===== config.mk =====
export PLATFORM = sky130hd
export DESIGN_NAME = acsq_top
export DESIGN_NICKNAME = d
export VERILOG_FILES = /design/src/hdl/acsq_pkg.sv /design/src/hdl/acsq_top.sv
export SDC_FILE = /design/constraint.sdc
export NUM_CORES = 1
export LEC_CHECK = 0
export BUFFER_PORTS_ARGS = -buffer_cell sky130_fd_sc_hd__buf_2
export CORE_UTILIZATION = 30
export CTS_CLUSTER_SIZE = 8
export DETAILED_ROUTE_END_ITERATION = 16
export SYNTH_ARGS = -nofsm -noshare
export SYNTH_HDL_FRONTEND = slang
export SYNTH_SLANG_ARGS = --single-unit

===== constraint.sdc =====
create_clock -name clk -period 2.6 [get_ports clk]
set_input_delay 0.13 -clock clk [delete_from_list [all_inputs] [get_ports clk]]
set_output_delay 0.13 -clock clk [all_outputs]
set_load 0.01 [all_outputs]

===== src/hdl/acsq_pkg.sv =====
// Constants, codes and carriers for the ADC two-wire command sequencer
// Function
// - Reset command restores power-on configuration
// - Write command stores following byte into register
// - Read command returns addressed register contents
// - Start command begins conversions, continuous or single shot per register 1
// - Ready pin falls when new result waits
// - Read-result command returns two result bytes
// - Sleep command stops conversions, powers down
// - Shorted-input code ties inputs to mid-supply
// - Amplifier skip limits gain to four
// - Device never holds the clock line low
package acsq_pkg;
  // ************************************************************
  // Command codes
  // ************************************************************
  localparam logic [7:0] CMD_RESET = 8'h06;    // Back to defaults
  localparam logic [7:0] CMD_START = 8'h08;    // Begin converting
  localparam logic [7:0] CMD_SLEEP = 8'h02;    // Power down
  localparam logic [7:0] CMD_RDATA = 8'h10;    // Fetch result
  localparam logic [3:0] CMD_READ_REGISTER_CMD_HI = 4'h2;   // Read-register nibble
  localparam logic [3:0] CMD_WRITE_REGISTER_CMD_HI = 4'h4;   // Write-register nibble
  localparam int CMD_IDX_MSB = 3;              // Register select bits
  localparam int CMD_IDX_LSB = 2;
  // ************************************************************
  // Configuration field layout
  // ************************************************************
  localparam int MUX_MSB = 7;                  // Input select field
  localparam int MUX_LSB = 4;
  localparam int GAIN_MSB = 3;                 // Gain code, 2**code
  localparam int GAIN_LSB = 1;
  localparam int SKIP_BIT = 0;                 // Amplifier skip bit
  localparam int CM_BIT = 3;                   // Continuous mode, reg 1
  localparam logic [3:0] MUX_SHORT = 4'he;     // Inputs to mid-supply
  localparam logic [2:0] GAIN_SKIP_MAX = 3'h2; // Gain 4 with skip
  localparam logic [7:0] CFG_RESET = 8'h00;    // Power-on value
  // ************************************************************
  // Register bus map and status bits
  // ************************************************************
  localparam logic [11:0] OFS_STATUS = 12'h000; // Sticky events, W1C
  localparam logic [11:0] OFS_MASK = 12'h004;   // Interrupt mask
  localparam logic [11:0] OFS_STATE = 12'h008;  // Live state
  localparam logic [11:0] OFS_RESULT = 12'h00c; // Latest result
  localparam int EV_DATA = 0;                   // New result
  localparam int EV_CMD = 1;                    // Command taken
  localparam int EV_CLASH = 2;                  // Gain needs amplifier
  localparam int EV_W = 3;
  // ************************************************************
  // Types
  // ************************************************************
  typedef enum logic [2:0] {
    ACSQ_IDLE = 3'h0, ACSQ_ADDR = 3'h1, ACSQ_AACK = 3'h3, ACSQ_RX = 3'h2,
    ACSQ_RACK = 3'h6, ACSQ_TX = 3'h7, ACSQ_TACK = 3'h5
  } acsq_state_e;
  typedef struct packed {
    logic clash;  // Gain clash
    logic cmd;    // Command
    logic data;   // New data
  } acsq_evt_s;
endpackage : acsq_pkg


===== src/hdl/acsq_top.sv =====
// Two-wire command sequencer and conversion control of the ADC
//
// Decided for this implementation: the register addresses and the APB register port.
`timescale 1ns/1ns
module acsq_top
  import acsq_pkg::*;
#(
  parameter int          CONV_CYCLES = 1000,  // Clocks per conversion
  parameter logic [2:0]  ADDR_BASE   = 3'h4   // Upper address bits
) (
  input  wire logic        clk,               // 20 MHz clock
  input  wire logic        resetn,            // Async reset, low
  input  wire logic        scl_i,             // Serial clock pin
  input  wire logic        sda_i,             // Serial data pin in
  output logic             sda_o,             // Serial data out, 0
  output logic             sda_oe_n,          // Low pulls data low
  input  wire logic [3:0]  addr_sel_i,        // Address strap pins
  input  wire logic [15:0] sample_i,          // Modulator result
  output logic             conversion_ready_pin_o,    // Ready out, 0
  output logic             conversion_ready_pin_oe_n, // Low = ready
  output logic             inputs_shorted_o,  // Inputs at mid-supply
  output logic             amp_enable_o,      // Amplifier in path
  output logic [2:0]       gain_code_o,       // Applied gain code
  output logic             conv_active_o,     // Converting
  output logic             sleep_o,           // Powered down
  output logic             irq_o,             // Level interrupt
  input  wire logic        psel,              // APB select
  input  wire logic        penable,           // APB enable
  input  wire logic        pwrite,            // APB direction
  input  wire logic [11:0] paddr,             // APB address
  input  wire logic [31:0] pwdata,            // APB write data
  output logic [31:0]      prdata,            // APB read data
  output logic             pready,            // APB ready
  output logic             pslverr            // APB error
);
  localparam int CW = $clog2(CONV_CYCLES);
  localparam logic [CW-1:0] CONV_LAST = CW'(CONV_CYCLES - 1);

  if (CONV_CYCLES < 2) begin : g_chk
    $error("CONV_CYCLES must be at least 2");
  end

  // ************************************************************
  // Pin synchronisers
  // ************************************************************
  logic       scl_q1, scl_q2, scl_q3;   // Clock pin stages
  logic       sda_q1, sda_q2, sda_q3;   // Data pin stages
  logic [3:0] adr_q1, adr_q2;           // Strap stages

  // Two flops per pin; third stage is only for edge finding
  always_ff @(posedge clk or negedge resetn) begin
    if (!resetn) begin
      {scl_q1, scl_q2, scl_q3} <= 3'h7;
      {sda_q1, sda_q2, sda_q3} <= 3'h7;
      adr_q1 <= 4'h0;
      adr_q2 <= 4'h0;
    end else begin
      {scl_q1, scl_q2, scl_q3} <= {scl_i, scl_q1, scl_q2};
      {sda_q1, sda_q2, sda_q3} <= {sda_i, sda_q1, sda_q2};
      adr_q1 <= addr_sel_i;
      adr_q2 <= adr_q1;
    end
  end

  logic       scl_rise, scl_fall, start_c, stop_c; // Bus events
  logic [6:0] my_addr;                             // Own address
  assign scl_rise = scl_q2 & ~scl_q3;
  assign scl_fall = ~scl_q2 & scl_q3;
  assign start_c  = scl_q2 & scl_q3 & ~sda_q2 & sda_q3;
  assign stop_c   = scl_q2 & scl_q3 & sda_q2 & ~sda_q3;
  assign my_addr  = {ADDR_BASE, adr_q2};

  // ************************************************************
  // Link, command and conversion state
  // ************************************************************
  acsq_state_e     st_r, st_nxt;          // Link state
  logic [3:0]      bit_r, bit_nxt;        // Bits seen in byte
  logic [7:0]      sh_r, sh_nxt;          // Receive shifter
  logic            rw_r, rw_nxt;          // Read transfer
  logic            hold_r, hold_nxt;      // Pull data low
  logic [15:0]     tx_r, tx_nxt;          // Reply shifter
  logic            pend_r, pend_nxt;      // Write data due
  logic [1:0]      pidx_r, pidx_nxt;      // Register to write
  logic [3:0][7:0] cfg_r, cfg_nxt;        // Configuration bytes
  logic            run_r, run_nxt;        // Continuous running
  logic            one_r, one_nxt;        // Single shot pending
  logic            sleep_r, sleep_nxt;    // Power-down
  logic [15:0]     res_r, res_nxt;        // Latest result
  logic            rdy_r, rdy_nxt;        // Result waiting
  logic [CW-1:0]   cnt_r, cnt_nxt;        // Conversion timer
  acsq_evt_s       ev;                    // One-cycle events
  logic            byte_done;             // Received byte complete, command or data

  assign byte_done = scl_fall & (st_r == ACSQ_RX) & (bit_r == 4'h8);

  // Flags a skip bit set with a gain above what the analog path may use under it
  function automatic logic clash(input logic [7:0] r0);
    clash = r0[SKIP_BIT] & (r0[GAIN_MSB:GAIN_LSB] > GAIN_SKIP_MAX);
  endfunction : clash

  // Next-state logic for link, commands and converter
  always_comb begin
    st_nxt = st_r;
    bit_nxt = bit_r;
    sh_nxt = sh_r;
    rw_nxt = rw_r;
    hold_nxt = hold_r;
    tx_nxt = tx_r;
    pend_nxt = pend_r;
    pidx_nxt = pidx_r;
    cfg_nxt = cfg_r;
    run_nxt = run_r;
    one_nxt = one_r;
    sleep_nxt = sleep_r;
    res_nxt = res_r;
    rdy_nxt = rdy_r;
    cnt_nxt = cnt_r;
    ev = '0;
    // Converter: results only while running or one shot pending
    if (run_r | one_r) begin
      if (cnt_r == CONV_LAST) begin
        cnt_nxt = '0;
        res_nxt = sample_i;
        rdy_nxt = 1'b1;
        one_nxt = 1'b0;
        ev.data = 1'b1;
      end else begin
        cnt_nxt = cnt_r + 1'b1;
      end
    end
    // Link: only data is ever driven, the clock never is
    if (start_c) begin
      st_nxt = ACSQ_ADDR;
      bit_nxt = 4'h0;
      hold_nxt = 1'b0;
    end else if (stop_c) begin
      st_nxt = ACSQ_IDLE;
      hold_nxt = 1'b0;
    end else if (scl_rise) begin
      case (st_r)
        ACSQ_ADDR, ACSQ_RX: begin                       // Sample data bit
          sh_nxt = {sh_r[6:0], sda_q2};
          bit_nxt = bit_r + 4'h1;
        end
        ACSQ_TX: begin
          bit_nxt = bit_r + 4'h1;
        end
        ACSQ_TACK: begin
          rw_nxt = ~sda_q2;                             // Keep going on ack
        end
        default: begin
        end
      endcase
    end else if (scl_fall) begin
      case (st_r)
        ACSQ_ADDR: begin
          if (bit_r == 4'h8) begin
            if (sh_r[7:1] == my_addr) begin
              st_nxt = ACSQ_AACK;
              rw_nxt = sh_r[0];
              hold_nxt = 1'b1;
            end else begin
              st_nxt = ACSQ_IDLE;                       // Not for us
            end
          end
        end
        ACSQ_AACK: begin
          bit_nxt = 4'h0;
          if (rw_r) begin                               // Reply phase
            st_nxt = ACSQ_TX;
            hold_nxt = ~tx_r[15];
          end else begin
            st_nxt = ACSQ_RX;
            hold_nxt = 1'b0;
          end
        end
        ACSQ_RX: begin
          if (bit_r == 4'h8) begin
            st_nxt = ACSQ_RACK;
            hold_nxt = 1'b1;
            ev.cmd = 1'b1;
            if (pend_r) begin                           // Data byte
              pend_nxt = 1'b0;
              cfg_nxt[pidx_r] = sh_r;
              ev.clash = (pidx_r == 2'h0) & clash(sh_r);
            end else if (sh_r == CMD_RESET) begin
              cfg_nxt = {4{CFG_RESET}};
              run_nxt = 1'b0;
              one_nxt = 1'b0;
              sleep_nxt = 1'b0;
              rdy_nxt = 1'b0;
              cnt_nxt = '0;
              ev.data = 1'b0;
            end else if (sh_r == CMD_START) begin
              sleep_nxt = 1'b0;
              cnt_nxt = '0;
              run_nxt = cfg_r[1][CM_BIT];
              one_nxt = ~cfg_r[1][CM_BIT];
            end else if (sh_r == CMD_SLEEP) begin
              run_nxt = 1'b0;
              one_nxt = 1'b0;
              sleep_nxt = 1'b1;
            end else if (sh_r == CMD_RDATA) begin
              tx_nxt = rdy_nxt ? res_nxt : res_r;
              rdy_nxt = 1'b0;
            end else if (sh_r[7:4] == CMD_READ_REGISTER_CMD_HI) begin
              tx_nxt = {cfg_r[sh_r[CMD_IDX_MSB:CMD_IDX_LSB]], 8'h00};
            end else if (sh_r[7:4] == CMD_WRITE_REGISTER_CMD_HI) begin
              pend_nxt = 1'b1;
              pidx_nxt = sh_r[CMD_IDX_MSB:CMD_IDX_LSB];
            end
          end
        end
        ACSQ_RACK: begin
          st_nxt = ACSQ_RX;
          bit_nxt = 4'h0;
          hold_nxt = 1'b0;
        end
        ACSQ_TX: begin
          tx_nxt = {tx_r[14:0], 1'b0};                  // Next bit
          if (bit_r == 4'h8) begin
            st_nxt = ACSQ_TACK;
            hold_nxt = 1'b0;                            // Master acks
          end else begin
            hold_nxt = ~tx_r[14];
          end
        end
        ACSQ_TACK: begin
          bit_nxt = 4'h0;
          if (rw_r) begin
            st_nxt = ACSQ_TX;
            hold_nxt = ~tx_r[15];
          end else begin
            st_nxt = ACSQ_IDLE;                         // Nack ends reply
          end
        end
        default: begin
        end
      endcase
    end
  end

  // Registers for link, commands and converter
  always_ff @(posedge clk or negedge resetn) begin
    if (!resetn) begin
      st_r <= ACSQ_IDLE;
      bit_r <= 4'h0;
      sh_r <= 8'h00;
      rw_r <= 1'b0;
      hold_r <= 1'b0;
      tx_r <= 16'h0000;
      pend_r <= 1'b0;
      pidx_r <= 2'h0;
      cfg_r <= {4{CFG_RESET}};
      run_r <= 1'b0;
      one_r <= 1'b0;
      sleep_r <= 1'b0;
      res_r <= 16'h0000;
      rdy_r <= 1'b0;
      cnt_r <= '0;
    end else begin
      st_r <= st_nxt;
      bit_r <= bit_nxt;
      sh_r <= sh_nxt;
      rw_r <= rw_nxt;
      hold_r <= hold_nxt;
      tx_r <= tx_nxt;
      pend_r <= pend_nxt;
      pidx_r <= pidx_nxt;
      cfg_r <= cfg_nxt;
      run_r <= run_nxt;
      one_r <= one_nxt;
      sleep_r <= sleep_nxt;
      res_r <= res_nxt;
      rdy_r <= rdy_nxt;
      cnt_r <= cnt_nxt;
    end
  end

  // Analog controls; skip caps the gain rather than trusting software
  assign inputs_shorted_o = (cfg_r[0][MUX_MSB:MUX_LSB] == MUX_SHORT);
  assign amp_enable_o = ~cfg_r[0][SKIP_BIT];
  assign gain_code_o = clash(cfg_r[0]) ? GAIN_SKIP_MAX
                                       : cfg_r[0][GAIN_MSB:GAIN_LSB];
  assign conv_active_o = run_r | one_r;
  assign sleep_o = sleep_r;
  assign sda_o = 1'b0;
  assign sda_oe_n = ~hold_r;
  assign conversion_ready_pin_o = 1'b0;
  assign conversion_ready_pin_oe_n = ~rdy_r;

  // ************************************************************
  // APB registers and interrupt
  // ************************************************************
  logic [EV_W-1:0] stat_r, stat_nxt;    // Sticky events
  logic [EV_W-1:0] mask_r, mask_nxt;    // Interrupt enables
  logic [31:0]     rd_r, rd_nxt;        // Read data
  logic            err_r, err_nxt;      // Unmapped access
  logic            setup, wr_acc;       // Bus phases

  assign setup = psel & ~penable;
  assign wr_acc = psel & penable & pwrite;

  // Reads latched in setup so data comes from flops in access
  always_comb begin
    rd_nxt = rd_r;
    err_nxt = err_r;
    mask_nxt = mask_r;
    stat_nxt = stat_r;
    if (wr_acc && paddr == OFS_STATUS) begin            // Write one clears
      stat_nxt = stat_r & ~pwdata[EV_W-1:0];
    end
    if (wr_acc && paddr == OFS_MASK) begin
      mask_nxt = pwdata[EV_W-1:0];
    end
    stat_nxt = stat_nxt | ev;                           // Set beats clear
    if (setup) begin
      err_nxt = 1'b0;
      case (paddr)
        OFS_STATUS: rd_nxt = {29'h0, stat_r};
        OFS_MASK:   rd_nxt = {29'h0, mask_r};
        OFS_STATE:  rd_nxt = {cfg_r[1], cfg_r[0], 12'h000, sleep_r, rdy_r, one_r, run_r};
        OFS_RESULT: rd_nxt = {16'h0000, res_r};
        default: begin
          rd_nxt = 32'h0;
          err_nxt = 1'b1;
        end
      endcase
    end
  end

  // Bus register stage
  always_ff @(posedge clk or negedge resetn) begin
    if (!resetn) begin
      stat_r <= '0;
      mask_r <= '0;
      rd_r <= 32'h0;
      err_r <= 1'b0;
    end else begin
      stat_r <= stat_nxt;
      mask_r <= mask_nxt;
      rd_r <= rd_nxt;
      err_r <= err_nxt;
    end
  end

  assign prdata = rd_r;
  assign pready = psel & penable;
  assign pslverr = psel & penable & err_r;
  assign irq_o = |(stat_r & mask_r);
endmodule : acsq_top


==> out/results.ini <==
[run_status]
status=finished, final reports clean

[sta]
setup_viol=0
rsz0062_at_grt=false
timing.fmax_mhz=422
worst_pin_slew_ps=655
finalCritPeriodShare_pct=91.1
slew_viol_final=0
finalSetupTns_ps=0
slew_headroom_pct=56.1
period_needed_ps=2370
fin_skew_ps=10.2
hold_viol_final=0
fin_ws_ps=233

[clock_tree]
htreeDepth=4
cts_sinks=151
cts_root_buf=clkbuf_16
cts_resized=0
tritoncts=built
clk_latency_ps=420
cts_buffers=17
clockBufferDepth=2
clkSlewWorstSetupHoldPaths_ps=70

[floorplan]
core_area_sq_um=23800
fp.dieW_um=158
initial_core_util_pct=30.9
die_area_sq_um=25100
die_h_um=158
num_rows=56
io_pins=117

[job]
maxCapViolations=0

[synth]
yosys_warnings=0
yosys-top-cells-area=dfrtp_1 49%, a22o_1 7.3%, nand2_1 5.6%
synth_area_leader_cell=dfrtp_1
syn-cell-area_sq_um=7330
synth-edff-count=0
syn_inst=697
yosysTopAreaCellShare_pct=49.5
ys_seq_area_share_pct=51.6
syn_avg_cell_area_sq_um=10.5
synth-seq-cells=151
async_reset_ff_share_pct=100
synth.distinct_cells=72
synth_ff_type=dfrtp_1

[layout]
n_antenna_cell=0
syn_to_final_growth_pct=23.6
fillCellCount=2341
drive_gt1_share_pct=24.5
nets=887
layout_common_cells=145 x dfrtp_1, 109 x nand2_1, 84 x buf_2
layout_commonest_cell=dfrtp_1

[global_route]
grt_max_degree=75
gr-usage-all-layers_pct=15.0
grt_pass1_vias=5398
antenna_found_initial=0
grt_pass1_wl_um=29100
overflow=0

[critical_path]
start_kind=flop
arrival_ps=2680
cp_top_family=flip-flops
cp_cell_sequence=inv_1 > ha_1 > nand2b_1 > a2111oi_4 > buf_12 > nand2b_2 > nor2_1 > mux2_2
cp_max_fo=20
reg2reg_to=pidx_r[1]
reg2reg_setup_slack_ps=230
endpoint_kind=flop
cp_slowest_cell=dfstp_2
regToRegStartpoint=scl_q3
max_stage_delay_ps=540
crit_required_ps=2910
reg2regPathDepth=8
critical_path_class=flop to flop
cp_num_buf_inv=2

[power]
p_switching_mw=1.80
powerDensity_nw_per_um2=660
leakagePower_nw=4.15
switching_share_pct=30.0
p_clk_share_pct=42.1
combPwrFrac_pct=15.9
irDropWorstVdd_v=0.000362
p_int_mw=4.19
p_seq_share_pct=42.0
design_power_total_mw=5.99

[hold_path]
holdPathStages=4
hp-start=paddr[11]
whs_endpoint=prdata[1]
hp-class=primary input to flop

[place]
port_buffers=85
post-place-ws_ps=229
gp_congestion=0.867
hpwlAfterDp_um=12300

[drt]
viasPerCell=4.94
drt_wl_total_um=17900
drt_iter0_markers=414
drc=0
drt_first_pass_iters=6
postRouteAntennaNets=0
vias=5638
wl_per_cell_um=15.6

[worst min-delay path, stage by stage]
cell	delay, ps
buf_2	100
nor4_4	70
nand2_1	50
o21ai_0	60
[power groups by stage]
stage          combinational, mW  sequential (mW)  clock, mW
6_report                   0.951             2.52       2.52
5_1_grt                     1.06             2.53       2.68
4_1_cts                    0.959             2.52       2.56
3_5_place_dp               0.922             2.56          0
3_3_place_gp               0.905             2.56          0
2_1_floorplan              0.628             2.52          0
[repair_timing]
action,4_1_cts,5_1_grt
endpoints found under the hold margin,63,0
hold buffers,26,0
buffers inserted,0,0
[synth_stat cells (all sizes together), types with 3 or more instances]
| library cell | instances |
|---|---|
| dfrtp | 145 |
| nand2 | 110 |
| a22o | 61 |
| o21ai | 42 |
| nand3 | 31 |
| nor2 | 28 |
| nor3 | 28 |
| clkbuf | 26 |
| inv | 26 |
| mux2 | 22 |
| buf | 20 |
| a21oi | 17 |
| mux4 | 11 |
| o22ai | 9 |
| and2 | 8 |
| xor2 | 8 |
| and3 | 7 |
| nand2b | 7 |
| xnor2 | 7 |
| dfstp | 6 |
| ha | 6 |
| nand4 | 6 |
| mux2i | 5 |
| nand3b | 5 |
| nor2b | 5 |
| a21o | 4 |
| nor4 | 4 |
| o31ai | 4 |
| or3 | 4 |
| a31oi | 3 |
[cell type report]
type	instances	area (sq um)	area share, %
Clock buffer	17	425	4.69
Timing Repair Buffer	139	940	10.4
Tap cell	319	399	4.40
Inverter	27	101	1.12
Multi-Input combinational cell	474	3230	35.7
Clock inverter	15	180	1.99
Sequential cell	151	3790	41.8
[per-stage QoR]
step                hold WS [ps]  cells  utilization [%]  cell area [sq um]
global route                58.4   1142             38.2               9060
CTS                         17.3   1142             38.2               9060
floorplan                   -166    698                -               7330
finish                      24.7   1142             38.2               9060
detailed placement          75.7   1084             34.5               8200
global placement            80.4   1084             34.5               8200
[worst max-delay path by stage]
| stage | startpoint | to | slack, ps | depth (start not counted) |
|---|---|---|---|---|
| 3_5_place_dp | scl_q3 | pidx_r[0] | 230 | 8 |
| 4_1_cts | scl_q3 | pidx_r[0] | 220 | 8 |
| 2_1_floorplan | scl_q3 | pidx_r[0] | 330 | 8 |
| 3_3_place_gp | scl_q3 | pidx_r[0] | 250 | 8 |
| 5_1_grt | scl_q3 | pidx_r[1] | 110 | 8 |
| 6_report | scl_q3 | pidx_r[1] | 230 | 8 |
[layer usage]
layer,vias up,wire (um),GRT usage (%)
met3,15,901,3.62
met1,2729,8690,21.0
li1,2728,-,-
met4,0,235,4.17
met5,-,0,0
met2,166,8030,23.0
[state kept, by name, indices dropped and copies added, names as in the netlist, 2 cells and up]
signal  count
adr_q1      4
bit_r       4
tx_r       16
st_r        3
cnt_r      10
mask_r      3
stat_r      3
pidx_r      2
cfg_r      32
prdata     32
res_r      16
sh_r        8
adr_q2      4
[logic make-up after synthesis]
family                   synth area share (%)
buffers and inverters                    4.49
AO/OA/AOI/OAI                            15.2
adder cells (fa/ha/maj)                  1.16
other                                  0.0512
flip-flops                               51.6
AND/OR/NAND/NOR                          17.9
XOR/XNOR                                 1.79
multiplexers                             7.80
Power figures use the tool's default switching activity.
